`src/core/rbt_pkg.sv`:
```
// constants and types shared by the bus transceiver core, its far side model and its bench
// assumes a single 100 MHz clock domain and a classic wishbone master
package rbt_pkg;

	// data path
	localparam int unsigned DATA_W = 18;
	localparam int unsigned LOG_DEPTH = 8;
	localparam int unsigned CNT_W = $clog2(LOG_DEPTH + 1);

	// wishbone word offsets, byte addresses
	localparam logic [7:0] OFS_CTRL = 8'h00;
	localparam logic [7:0] OFS_STATUS = 8'h04;
	localparam logic [7:0] OFS_LOG = 8'h08;
	localparam logic [7:0] OFS_FWD_HELD = 8'h0C;
	localparam logic [7:0] OFS_REV_HELD = 8'h10;

	// field positions
	localparam int unsigned CTRL_LOG_EN = 0;
	localparam int unsigned ST_FWD_DRV = 0;
	localparam int unsigned ST_REV_DRV = 1;
	localparam int unsigned ST_LOG_VALID = 2;
	localparam int unsigned ST_LOG_FULL = 3;
	localparam int unsigned ST_LOG_CNT = 8;

	// reset values
	localparam logic CTRL_RESET = 1'b0;
	localparam logic [DATA_W-1:0] PATH_RESET = 18'h0_0000;
	localparam logic [31:0] BUS_ZERO = 32'h0000_0000;

	// control pins of one direction
	typedef struct packed {
		logic drive_en_n;
		logic clk_en_n;
		logic latch_open;
		logic capture_clk;
	} dir_ctrl_type;

	// latch then flip-flop of one direction
	typedef struct packed {
		logic [DATA_W-1:0] latch;
		logic [DATA_W-1:0] flop;
	} path_type;

endpackage

```
`src/core/rbt_fifo.sv`:
```
// flop based fifo with valid and ready on both sides
// assumes one clock and a synchronous active high reset
module rbt_fifo #(
	parameter int unsigned WIDTH = 18,
	parameter int unsigned DEPTH = 8
) (
	// clock and reset
	input wire logic clk_i,
	input wire logic rst_i,
	// fill side
	input wire logic in_valid_i,
	output logic in_ready_o,
	input wire logic [WIDTH-1:0] in_data_i,
	// drain side
	output logic out_valid_o,
	input wire logic out_ready_i,
	output logic [WIDTH-1:0] out_data_o,
	// fill level
	output logic [$clog2(DEPTH+1)-1:0] count_o
);

	localparam int unsigned PW = (DEPTH > 1) ? $clog2(DEPTH) : 1;
	localparam int unsigned CW = $clog2(DEPTH + 1);

	logic [WIDTH-1:0] mem_q [DEPTH];
	logic [PW-1:0] wr_q;
	logic [PW-1:0] rd_q;
	logic [CW-1:0] cnt_q;
	logic push;
	logic pop;

	function automatic logic [PW-1:0] ptr_inc(input logic [PW-1:0] p);
		ptr_inc = (p == PW'(DEPTH - 1)) ? '0 : PW'(p + 1'b1);
	endfunction

	assign in_ready_o = (cnt_q != CW'(DEPTH));
	assign out_valid_o = (cnt_q != '0);
	assign out_data_o = mem_q[rd_q];
	assign count_o = cnt_q;
	assign push = in_valid_i && in_ready_o;
	assign pop = out_valid_o && out_ready_i;

	always_ff @(posedge clk_i) begin
		if (push) begin
			mem_q[wr_q] <= in_data_i;
		end
	end

	always_ff @(posedge clk_i) begin
		if (rst_i) begin
			wr_q <= '0;
			rd_q <= '0;
			cnt_q <= '0;
		end else begin
			if (push) begin
				wr_q <= ptr_inc(wr_q);
			end
			if (pop) begin
				rd_q <= ptr_inc(rd_q);
			end
			cnt_q <= CW'(cnt_q + CW'(push) - CW'(pop));
		end
	end

endmodule // rbt_fifo

```
`src/core/rbt_core.sv`:
```
// 18 bit registered bus transceiver, both directions, with capture log
// assumes pins arrive asynchronously and a classic wishbone master
//
// Functional notes
// RQ1: eighteen independent bits each way, one latch and one flop per bit.
// RQ2: each bit passes a transparent latch then an edge triggered flop.
// RQ3: forward drive enable high releases every backplane line.
// RQ4: forward latch open makes backplane follow card lines, clock ignored.
// RQ5: latch closed, clock enabled: rising capture clock loads card lines; here no load while logging is on and the log is full.
// RQ6: latch closed, clock enable high: outputs hold, clock edges ignored.
// RQ7: static clock holds output; high clock needs latch closed while high.
// RQ8: reverse direction works the same with its own four controls.
// RQ9: backplane side only pulls low or releases, never drives high.
// RQ10: card lines drive reverse data only while reverse enable is low.
// RQ11: the system keeps every unused input at a defined level.
// RQ12: contents undefined at start; drive stays released after reset.
//
// Local design decisions: register access over Wishbone and the register offsets.
module rbt_core (
	// clock and reset
	input wire logic clk_i,
	input wire logic rst_i,
	// forward controls, card to backplane
	input wire logic fwd_drive_en_n_i,
	input wire logic fwd_clk_en_n_i,
	input wire logic fwd_latch_open_i,
	input wire logic fwd_capture_clk_i,
	// reverse controls, backplane to card
	input wire logic rev_drive_en_n_i,
	input wire logic rev_clk_en_n_i,
	input wire logic rev_latch_open_i,
	input wire logic rev_capture_clk_i,
	// card side three state lines
	input wire logic [rbt_pkg::DATA_W-1:0] card_side_lines_i,
	output logic [rbt_pkg::DATA_W-1:0] card_side_lines_o,
	output logic [rbt_pkg::DATA_W-1:0] card_side_lines_oe_o,
	// backplane open drain lines
	input wire logic [rbt_pkg::DATA_W-1:0] backplane_lines_i,
	output logic [rbt_pkg::DATA_W-1:0] backplane_lines_o,
	output logic [rbt_pkg::DATA_W-1:0] backplane_lines_oe_o,
	// wishbone slave
	input wire logic wb_cyc_i,
	input wire logic wb_stb_i,
	input wire logic wb_we_i,
	input wire logic [7:0] wb_adr_i,
	input wire logic [3:0] wb_sel_i,
	input wire logic [31:0] wb_dat_i,
	output logic [31:0] wb_dat_o,
	output logic wb_ack_o
);

	localparam int unsigned DW = rbt_pkg::DATA_W;
	localparam int unsigned CW = rbt_pkg::CNT_W;
	localparam int unsigned SYNC_W = 2 * DW + 8;

	////////////////////////////////////////////////////////////////////////
	// pin synchronisers

	logic [SYNC_W-1:0] pins;
	logic [SYNC_W-1:0] sync1_q;
	logic [SYNC_W-1:0] sync2_q;
	rbt_pkg::dir_ctrl_type fwd_c;
	rbt_pkg::dir_ctrl_type rev_c;
	logic [DW-1:0] card_s;
	logic [DW-1:0] bp_s;
	logic fwd_clk_prev_q;
	logic rev_clk_prev_q;

	assign pins = {fwd_drive_en_n_i, fwd_clk_en_n_i, fwd_latch_open_i,
		fwd_capture_clk_i, rev_drive_en_n_i, rev_clk_en_n_i,
		rev_latch_open_i, rev_capture_clk_i, card_side_lines_i,
		backplane_lines_i};

	// floating pins cannot be cleaned up here, only synchronised
	always_ff @(posedge clk_i) begin
		sync1_q <= pins; // RQ11
		sync2_q <= sync1_q;
	end

	assign fwd_c = sync2_q[SYNC_W-1 -: 4];
	assign rev_c = sync2_q[SYNC_W-5 -: 4];
	assign card_s = sync2_q[2*DW-1 -: DW];
	assign bp_s = sync2_q[DW-1:0];

	// previous clock level, for edge detection after the synchroniser;
	// no reset: a clock already high at reset release is no edge
	always_ff @(posedge clk_i) begin
		fwd_clk_prev_q <= fwd_c.capture_clk; // RQ7
		rev_clk_prev_q <= rev_c.capture_clk;
	end

	////////////////////////////////////////////////////////////////////////
	// latch and flop of one direction

	function automatic logic is_rise(input rbt_pkg::dir_ctrl_type c,
		input logic prev);
		is_rise = c.capture_clk && !prev;
	endfunction

	// latch open while latch_open is high, or while the clock sat low
	// with the clock enabled; a clock already high keeps it closed
	function automatic rbt_pkg::path_type path_next(
		input rbt_pkg::dir_ctrl_type c,
		input logic prev,
		input logic [DW-1:0] din,
		input rbt_pkg::path_type cur,
		input logic stall);
		rbt_pkg::path_type nx;
		nx = cur;
		if (c.latch_open || (!prev && !c.clk_en_n)) begin
			nx.latch = din; // RQ2
		end
		if (c.latch_open) begin
			nx.flop = nx.latch; // RQ4
		end else if (is_rise(c, prev) && !c.clk_en_n && !stall) begin
			nx.flop = nx.latch; // RQ5
		end
		path_next = nx;
	endfunction

	rbt_pkg::path_type fwd_q;
	rbt_pkg::path_type fwd_d;
	rbt_pkg::path_type rev_q;
	rbt_pkg::path_type rev_d;
	logic fwd_stall;
	logic log_push;
	logic log_ready;

	assign fwd_d = path_next(fwd_c, fwd_clk_prev_q, card_s, fwd_q,
		fwd_stall); // RQ1
	assign rev_d = path_next(rev_c, rev_clk_prev_q, bp_s, rev_q,
		1'b0); // RQ8

	always_ff @(posedge clk_i) begin
		if (rst_i) begin
			fwd_q <= {rbt_pkg::PATH_RESET, rbt_pkg::PATH_RESET};
			rev_q <= {rbt_pkg::PATH_RESET, rbt_pkg::PATH_RESET};
		end else begin
			fwd_q <= fwd_d;
			rev_q <= rev_d;
		end
	end

	////////////////////////////////////////////////////////////////////////
	// pin drivers

	logic [DW-1:0] bp_oe_q;
	logic [DW-1:0] card_o_q;
	logic [DW-1:0] card_oe_q;

	// released from reset until a drive enable pin goes low
	always_ff @(posedge clk_i) begin
		if (rst_i) begin
			bp_oe_q <= '0; // RQ12
			card_o_q <= '0;
			card_oe_q <= '0;
		end else begin
			bp_oe_q <= fwd_c.drive_en_n ? '0 : ~fwd_d.flop; // RQ3 RQ9
			card_o_q <= rev_d.flop; // RQ8
			card_oe_q <= rev_c.drive_en_n ? '0 : '1; // RQ10
		end
	end

	assign backplane_lines_o = '0; // RQ9
	assign backplane_lines_oe_o = bp_oe_q;
	assign card_side_lines_o = card_o_q;
	assign card_side_lines_oe_o = card_oe_q;

	////////////////////////////////////////////////////////////////////////
	// capture log fifo

	logic log_en_q;
	logic log_valid;
	logic log_pop;
	logic [DW-1:0] log_data;
	logic [CW-1:0] log_cnt;

	// a full log stalls forward captures instead of dropping words
	assign log_push = log_en_q && !fwd_c.latch_open && !fwd_c.clk_en_n
		&& is_rise(fwd_c, fwd_clk_prev_q);
	assign fwd_stall = log_push && !log_ready;

	rbt_fifo #(
		.WIDTH(DW),
		.DEPTH(rbt_pkg::LOG_DEPTH)
	) u_log (
		.clk_i(clk_i),
		.rst_i(rst_i),
		.in_valid_i(log_push),
		.in_ready_o(log_ready),
		.in_data_i(card_s),
		.out_valid_o(log_valid),
		.out_ready_i(log_pop),
		.out_data_o(log_data),
		.count_o(log_cnt)
	);

	////////////////////////////////////////////////////////////////////////
	// wishbone slave, answers one cycle after the request

	logic ack_q;
	logic [31:0] dat_q;
	logic req_new;
	logic [31:0] rd_val;

	assign req_new = wb_cyc_i && wb_stb_i && !ack_q;
	assign log_pop = req_new && !wb_we_i && (wb_adr_i == rbt_pkg::OFS_LOG);

	always_comb begin
		rd_val = rbt_pkg::BUS_ZERO;
		unique case (wb_adr_i)
			rbt_pkg::OFS_CTRL: rd_val[rbt_pkg::CTRL_LOG_EN] = log_en_q;
			rbt_pkg::OFS_STATUS: begin
				rd_val[rbt_pkg::ST_FWD_DRV] = !fwd_c.drive_en_n;
				rd_val[rbt_pkg::ST_REV_DRV] = !rev_c.drive_en_n;
				rd_val[rbt_pkg::ST_LOG_VALID] = log_valid;
				rd_val[rbt_pkg::ST_LOG_FULL] = !log_ready;
				rd_val[rbt_pkg::ST_LOG_CNT +: CW] = log_cnt;
			end
			rbt_pkg::OFS_LOG: rd_val[DW-1:0] = log_valid ? log_data : '0;
			rbt_pkg::OFS_FWD_HELD: rd_val[DW-1:0] = fwd_q.flop;
			rbt_pkg::OFS_REV_HELD: rd_val[DW-1:0] = rev_q.flop;
			default: rd_val = rbt_pkg::BUS_ZERO;
		endcase
	end

	always_ff @(posedge clk_i) begin
		if (rst_i) begin
			ack_q <= 1'b0;
			dat_q <= rbt_pkg::BUS_ZERO;
		end else begin
			ack_q <= req_new;
			if (req_new && !wb_we_i) begin
				dat_q <= rd_val;
			end
		end
	end

	always_ff @(posedge clk_i) begin
		if (rst_i) begin
			log_en_q <= rbt_pkg::CTRL_RESET;
		end else if (req_new && wb_we_i && wb_sel_i[0]
			&& wb_adr_i == rbt_pkg::OFS_CTRL) begin
			log_en_q <= wb_dat_i[rbt_pkg::CTRL_LOG_EN];
		end
	end

	assign wb_ack_o = ack_q;
	assign wb_dat_o = dat_q;
endmodule // rbt_core

```
`config.mk`:
```
export PLATFORM = sky130hd
export DESIGN_NAME = rbt_core
export DESIGN_NICKNAME = d
export VERILOG_FILES = /design/src/core/rbt_pkg.sv /design/src/core/rbt_fifo.sv /design/src/core/rbt_core.sv
export SDC_FILE = /design/constraint.sdc
export NUM_CORES = 1
export LEC_CHECK = 0
export ABC_AREA = 1
export BUFFER_PORTS_ARGS = -buffer_cell sky130_fd_sc_hd__buf_2
export CORE_ASPECT_RATIO = 1.75
export CORE_MARGIN = 1.5
export CORE_UTILIZATION = 46
export DETAILED_ROUTE_END_ITERATION = 12
export PLACE_DENSITY_LB_ADDON = 0.12
export SYNTH_ARGS = -nofsm -noshare
export SYNTH_HDL_FRONTEND = slang
export SYNTH_SLANG_ARGS = --single-unit
```
`constraint.sdc`:
```
create_clock -name clk_i -period 7.6 [get_ports clk_i]
set_input_delay 1.14 -clock clk_i [delete_from_list [all_inputs] [get_ports clk_i]]
set_output_delay 1.14 -clock clk_i [all_outputs]
set_load 0.02 [all_outputs]
```
==> results of run 1 <==
[how the worst min path moves through the flow]
| stage | startpoint | to | slack, ns |
|---|---|---|---|
| floorplan | sync1_q[0] | sync2_q[0] | 0.31 |
| global placement | sync1_q[9] | sync2_q[9] | 0.31 |
| detailed placement | sync1_q[18] | sync2_q[18] | 0.31 |
| CTS | sync1_q[18] | sync2_q[18] | 0.33 |
| global route | sync1_q[3] | sync2_q[3] | 0.33 |
| finish | sync1_q[17] | sync2_q[17] | 0.33 |
[layer usage]
layer,share of wire,up-vias,GRT usage
li1,-,3948,-
met1,0.40,3825,0.225
met2,0.54,189,0.368
met3,0.038,45,0.0251
met4,0.023,0,0.0601
met5,0,-,0
[sequential cells by signal, indices dropped and copies added (netlist names), 4 cells and up, named ones only]
signal,flops
backplane_lines_oe_o,18
u_log.mem_q,144
fwd_q,36
sync1_q,44
u_log.count_o,4
sync2_q,44
card_side_lines_o,18
wb_dat_o,18
[placed cells by master (no fill, tap or decap), types with 2 or more instances in the layout]
cell type / netlist / routed
nor2_1: 172 / 172
conb_1: 1 / 32
nand3_2: 2 / 2
and3_1: 18 / 18
nand2_4: 2 / 2
o22ai_1: 14 / 14
a21oi_1: 35 / 35
a31oi_1: 10 / 10
nand3_1: 37 / 37
mux2i_1: 3 / 3
nor3_2: 1 / 5
inv_2: 3 / 3
edfxtp_1: 144 / 144
clkbuf_16: 0 / 34
clkinv_1: 2 / 2
a211oi_1: 2 / 2
o21ai_0: 137 / 137
o211ai_1: 20 / 20
nor3_1: 6 / 2
clkbuf_8: 0 / 6
nand2_1: 114 / 114
dfxtp_1: 199 / 198
nor2_4: 3 / 3
o21ai_2: 18 / 18
clkbuf_1: 22 / 4
buf_2: 20 / 131
clkinv_2: 1 / 9
buf_4: 72 / 15
inv_1: 63 / 64
ha_1: 10 / 10
[critical path, cell delays in order]
cell      delay (ns)
buf_2           0.10
nor2_1          0.11
nand2_1         0.09
inv_2           0.31
nand3_2         0.14
nor2_4          0.48
nand2_2         0.16
inv_2           0.13
ha_1            0.20
inv_1           0.06
ha_1            0.27
nand2_1         0.06
nor2_1          0.03
a211oi_1        0.24
o21ai_0         0.13
a21oi_1         0.17
[power by group through the flow]
stage / sequential [mW] / combinational (mW) / clock, mW
finish: 2.01 / 0.184 / 1.55
global route: 2.02 / 0.202 / 1.65
CTS: 2.01 / 0.187 / 1.58
detailed placement: 2.05 / 0.185 / 0
global placement: 2.05 / 0.184 / 0
floorplan: 2.05 / 0.145 / 0
[cell families after synthesis]
kind of cell / Yosys count / share of synthesized area
XOR/XNOR: 1 / 0.000702
adder cells (fa/ha/maj): 11 / 0.0116
flip-flops: 343 / 0.666
buffers and inverters: 195 / 0.0883
AO/OA/AOI/OAI: 239 / 0.109
multiplexers: 3 / 0.00241
other: 1 / 0.000300
AND/OR/NAND/NOR: 360 / 0.122
[layout make-up]
type / instances / area, sq um / area share
Sequential cell: 343 / 8310 / 0.594
Multi-Input combinational cell: 646 / 3210 / 0.229
Clock buffer: 44 / 948 / 0.0678
Timing Repair Buffer: 146 / 768 / 0.0549
Tap cell: 324 / 405 / 0.0290
Inverter: 70 / 267 / 0.0191
Clock inverter: 11 / 82.6 / 0.00590
==> impl_metrics.tcl, run 1 <==
set metrics [dict create \
    status "completed" \
    vias 8007 \
    grt_overflow_total 0 \
    fin_util 0.526 \
    worstPathRequired_ns 8.09 \
    core_area_sq_um 26600 \
    insertion_delay_ns 0.56 \
    synth-edff-count 144 \
    design_area_sq_um 14000 \
    skew_ns 0.00915 \
    setup.worst_path.end "u_log.count_o[3]" \
    diodes 0 \
    synth_area_sq_um 12500 \
    synth_cells 1153 \
    layout-drive-gt1-share 0.187 \
    final-setup-viol-count 0 \
    clockRootBuffer "clkbuf_16" \
    worst_pin_slew_ns 0.847 \
    die_x_microns 128 \
    critPathLaunchType "primary input" \
    yosys_register_bits 343 \
    path_clk_slew_ns 0.07 \
    internal-power_mw 2.93 \
    reg2reg_depth 14 \
    num-fill-cells 2373 \
    num_rows 79 \
    io_buffer_count 131 \
    ys_seq_area_frac 0.666 \
    dieHeight_microns 221 \
    gp_congestion 0.748 \
    power_frac_seq 0.537 \
    area_growth_pct 12.1 \
    remaining_drc_errors 0 \
    r2r-start "u_log.count_o[2]" \
    critical_path_class "in2reg" \
    grt_pass1_wl_microns 42400 \
    nets 1341 \
    synthFlopType "dfxtp_1" \
    power.share.switching 0.218 \
    grt_pass1_vias 7834 \
    drv_cap 0 \
    drt_pre_antenna_iters 5 \
    wl_per_cell_microns 17.5 \
    dp.cells 1529 \
    hold_path_depth 0 \
    instances_no_fill 1584 \
    cts_hold_buf 0 \
    yosysMostFrequentCell "dfxtp_1" \
    grt_max_degree 74 \
    cts_setup_buffers 0 \
    ir_worst_vdd_mv 0.199 \
    antenna_found_initial 0 \
    reg2reg_to "u_log.count_o[3]" \
    async_flop_share 0 \
    crit_path_end_kind "flip-flop" \
    ioPinCount 198 \
    worst_slack_ns 4.23 \
    dpl_cell_area_sq_um 13000 \
    wl_microns 27700 \
    first_iter_violations 491 \
    synth_area_leaders "edfxtp_1 35%, dfxtp_1 32%, o21ai_0 5.5%, nor2_1 5.2%, buf_4 4.3%" \
    cts_buffers 30 \
    p_total_mw 3.75 \
    vias_per_cell 5.05 \
    period_share 0.443 \
    setup-tns-final_ns 0 \
    fin_crit_ns 3.37 \
    yosys-top-cells-count "199 x dfxtp_1, 172 x nor2_1, 144 x edfxtp_1" \
    hpwlAfterDp_microns 17900 \
    dieArea_sq_um 28200 \
    grt_usage 0.195 \
    final-max-slew-violation-count 0 \
    hp-class "reg2reg" \
    final-hold-violation-count 0 \
    crit_arrival_ns 3.86 \
    yosysTopAreaCell "edfxtp_1" \
    pre_cts_slack_ns 3.65 \
    cts_tree "built" \
    leakagePower_nw 5.77 \
    cts_buffer_depth 3 \
    h-tree-depth 1 \
    p_switching_uw 817 \
    antenna_left 0 \
    r2r_slack_ns 4.79 \
    slew_headroom 0.435 \
    cp_max_fo 22 \
    netlist-cell-type-count 42 \
    fmax_mhz 297 \
    cts_sinks 343 \
    pwr-share-clk 0.414 \
    start_util 0.469 \
    pwr-share-comb 0.049 \
    fin_hold_ws_ns 0.326 \
    synth.avg_cell_area_sq_um 10.8 \
    cp-startpoint "wb_adr_i[7]" \
    p_per_area_nw_per_um2 268 \
    synth_top_area_share 0.346 \
    postCtsResizedCells 0 \
    rsz0062_at_grt "no" \
    synth_warnings 0 \
]
No activity file was read; power rests on OpenSTA's default activity.
==> inputs of run 2 (changes only) <==
==> constraint.sdc (replaced) <==
create_clock -name clk_i -period 2.7 [get_ports clk_i]
set_input_delay 0.405 -clock clk_i [delete_from_list [all_inputs] [get_ports clk_i]]
set_output_delay 0.405 -clock clk_i [all_outputs]
set_load 0.02 [all_outputs]
==> run 2 against run 1 <==
Core utilization rose by 1.8 points. Hold slack worse by 0.24 ns. Final area grew 3.5%. Combinational power grew to 3.1 times the previous value. Critical path type is now reg2reg. Largest cell class unchanged. Largest power group unchanged.
==> impl_metrics.tcl, run 2 (same netlist as run 1, synthesis figures left out) <==
set metrics [dict create \
    antenna_found_initial 0 \
    largest_register "u_log.mem_q" \
    largest_register_ffs 144 \
    ir_worst_vdd_mv 0.615 \
    grt_pass1_wl_microns 44300 \
    antenna_left 0 \
    dpl_cell_area_sq_um 13100 \
    postCtsResizedCells 0 \
    ioPinCount 198 \
    clockRootBuffer "clkbuf_16" \
    fin_crit_ns 2.41 \
    leakagePower_nw 5.97 \
    status "completed" \
    h-tree-depth 1 \
    fmax_mhz 415 \
    final-setup-viol-count 0 \
    worstPathRequired_ns 3.13 \
    cts_tree "built" \
    gp_congestion 0.786 \
    num_rows 79 \
    critPathLaunchType "flip-flop" \
    vias_per_cell 5.00 \
    dieHeight_microns 221 \
    drv_cap 0 \
    crit_path_end_kind "flip-flop" \
    final-hold-violation-count 0 \
    cts_buffers 30 \
    fin_util 0.544 \
    grt_pass1_vias 8026 \
    nets 1396 \
    wl_microns 28800 \
    vias 8197 \
    setup-tns-final_ns 0 \
    met2_length_microns 15500 \
    path_clk_slew_ns 0.06 \
    final_cell_mix "198 x dfxtp_1, 172 x nor2_1, 144 x edfxtp_1, 137 x o21ai_0, 131 x buf_2" \
    critical_path_class "reg2reg" \
    rsz0062_at_grt "no" \
    hp-class "in2reg" \
    first_iter_violations 526 \
    insertion_delay_ns 0.57 \
    cts_sinks 343 \
    diodes 0 \
    wl_met3_microns 1070 \
    die_x_microns 128 \
    grt_max_degree 56 \
    wl_met1_microns 11500 \
    io_buffer_count 131 \
    fin_hold_ws_ns 0.0861 \
    p_per_area_nw_per_um2 719 \
    skew_ns 0.0169 \
    final_common_cell "dfxtp_1" \
    reg.largest.list "u_log.mem_q (144), sync1_q (44), sync2_q (44)" \
    slew_headroom 0.575 \
    final-max-slew-violation-count 0 \
    core_area_sq_um 26600 \
    start_util 0.469 \
    wl_per_cell_microns 17.5 \
    design_area_sq_um 14500 \
    grt_overflow_total 0 \
    dieArea_sq_um 28200 \
    layout-drive-gt1-share 0.185 \
    dr.max_layer_used "met4" \
    area_growth_pct 16.0 \
    cp_max_fo 5 \
    p_total_mw 10.4 \
    remaining_drc_errors 0 \
    hpwlAfterDp_microns 18700 \
    period_share 0.892 \
    worst_pin_slew_ns 0.637 \
    crit_arrival_ns 2.83 \
    grt_usage 0.205 \
    cts_buffer_depth 3 \
    drt_pre_antenna_iters 5 \
]
[run 2: through the flow]
step,instances,setup slack [ns]
floorplan,1184,-0.0247
global placement,1540,0.337
detailed placement,1540,0.283
CTS,1640,0.274
global route,1640,0.0437
finish,1640,0.293
[run 2: report_power, final]
part / switching [mW] / internal (mW) / total (mW) / leakage (nW)
sequential: 0.101 / 5.56 / 5.66 / 2.95
clock: 1.84 / 2.33 / 4.18 / 0.480
combinational: 0.369 / 0.206 / 0.575 / 2.54
[run 2: critical path: stages (launching register included)]
cell	delay [ns]
dfxtp_1	0.30
inv_1	0.11
ha_1	0.19
nor3b_1	0.19
buf_4	0.16
nor2_4	0.04
nand2_2	0.09
inv_2	0.07
ha_1	0.27
inv_1	0.06
ha_1	0.14
inv_1	0.06
fa_1	0.40
xor2_1	0.14
nor2_1	0.05
[run 2: area by class of cell]
class	count	area [sq um]
Sequential cell	343	8310
Clock inverter	11	58.8
Fill cell	2325	12100
Timing Repair Buffer	201	1320
Clock buffer	45	911
Tap cell	324	405
Multi-Input combinational cell	646	3210
Inverter	70	267
[run 2: path summary, 6_finish.rpt]
path	start	slack (ns)	end	cells after the start
setup / recovery	u_log.count_o[2]	0.29	u_log.count_o[2]	14
setup reg to reg	u_log.count_o[2]	0.29	u_log.count_o[2]	14
hold reg to reg	sync1_q[15]	0.32	sync2_q[15]	0
hold / removal	wb_dat_i[0]	0.09	log_en_q	3
[run 2: layer usage]
layer,up-vias,global-route usage
li1,4066,-
met1,3909,0.236
met2,186,0.386
met3,36,0.0261
met4,0,0.0671
met5,-,0
[run 2: what timing repair did]
action | in CTS | in global routing
hold endpoints to repair | 44 | 0
setup buffers | 0 | 0
setup endpoints to repair | 0 | 0
hold buffers | 44 | 0
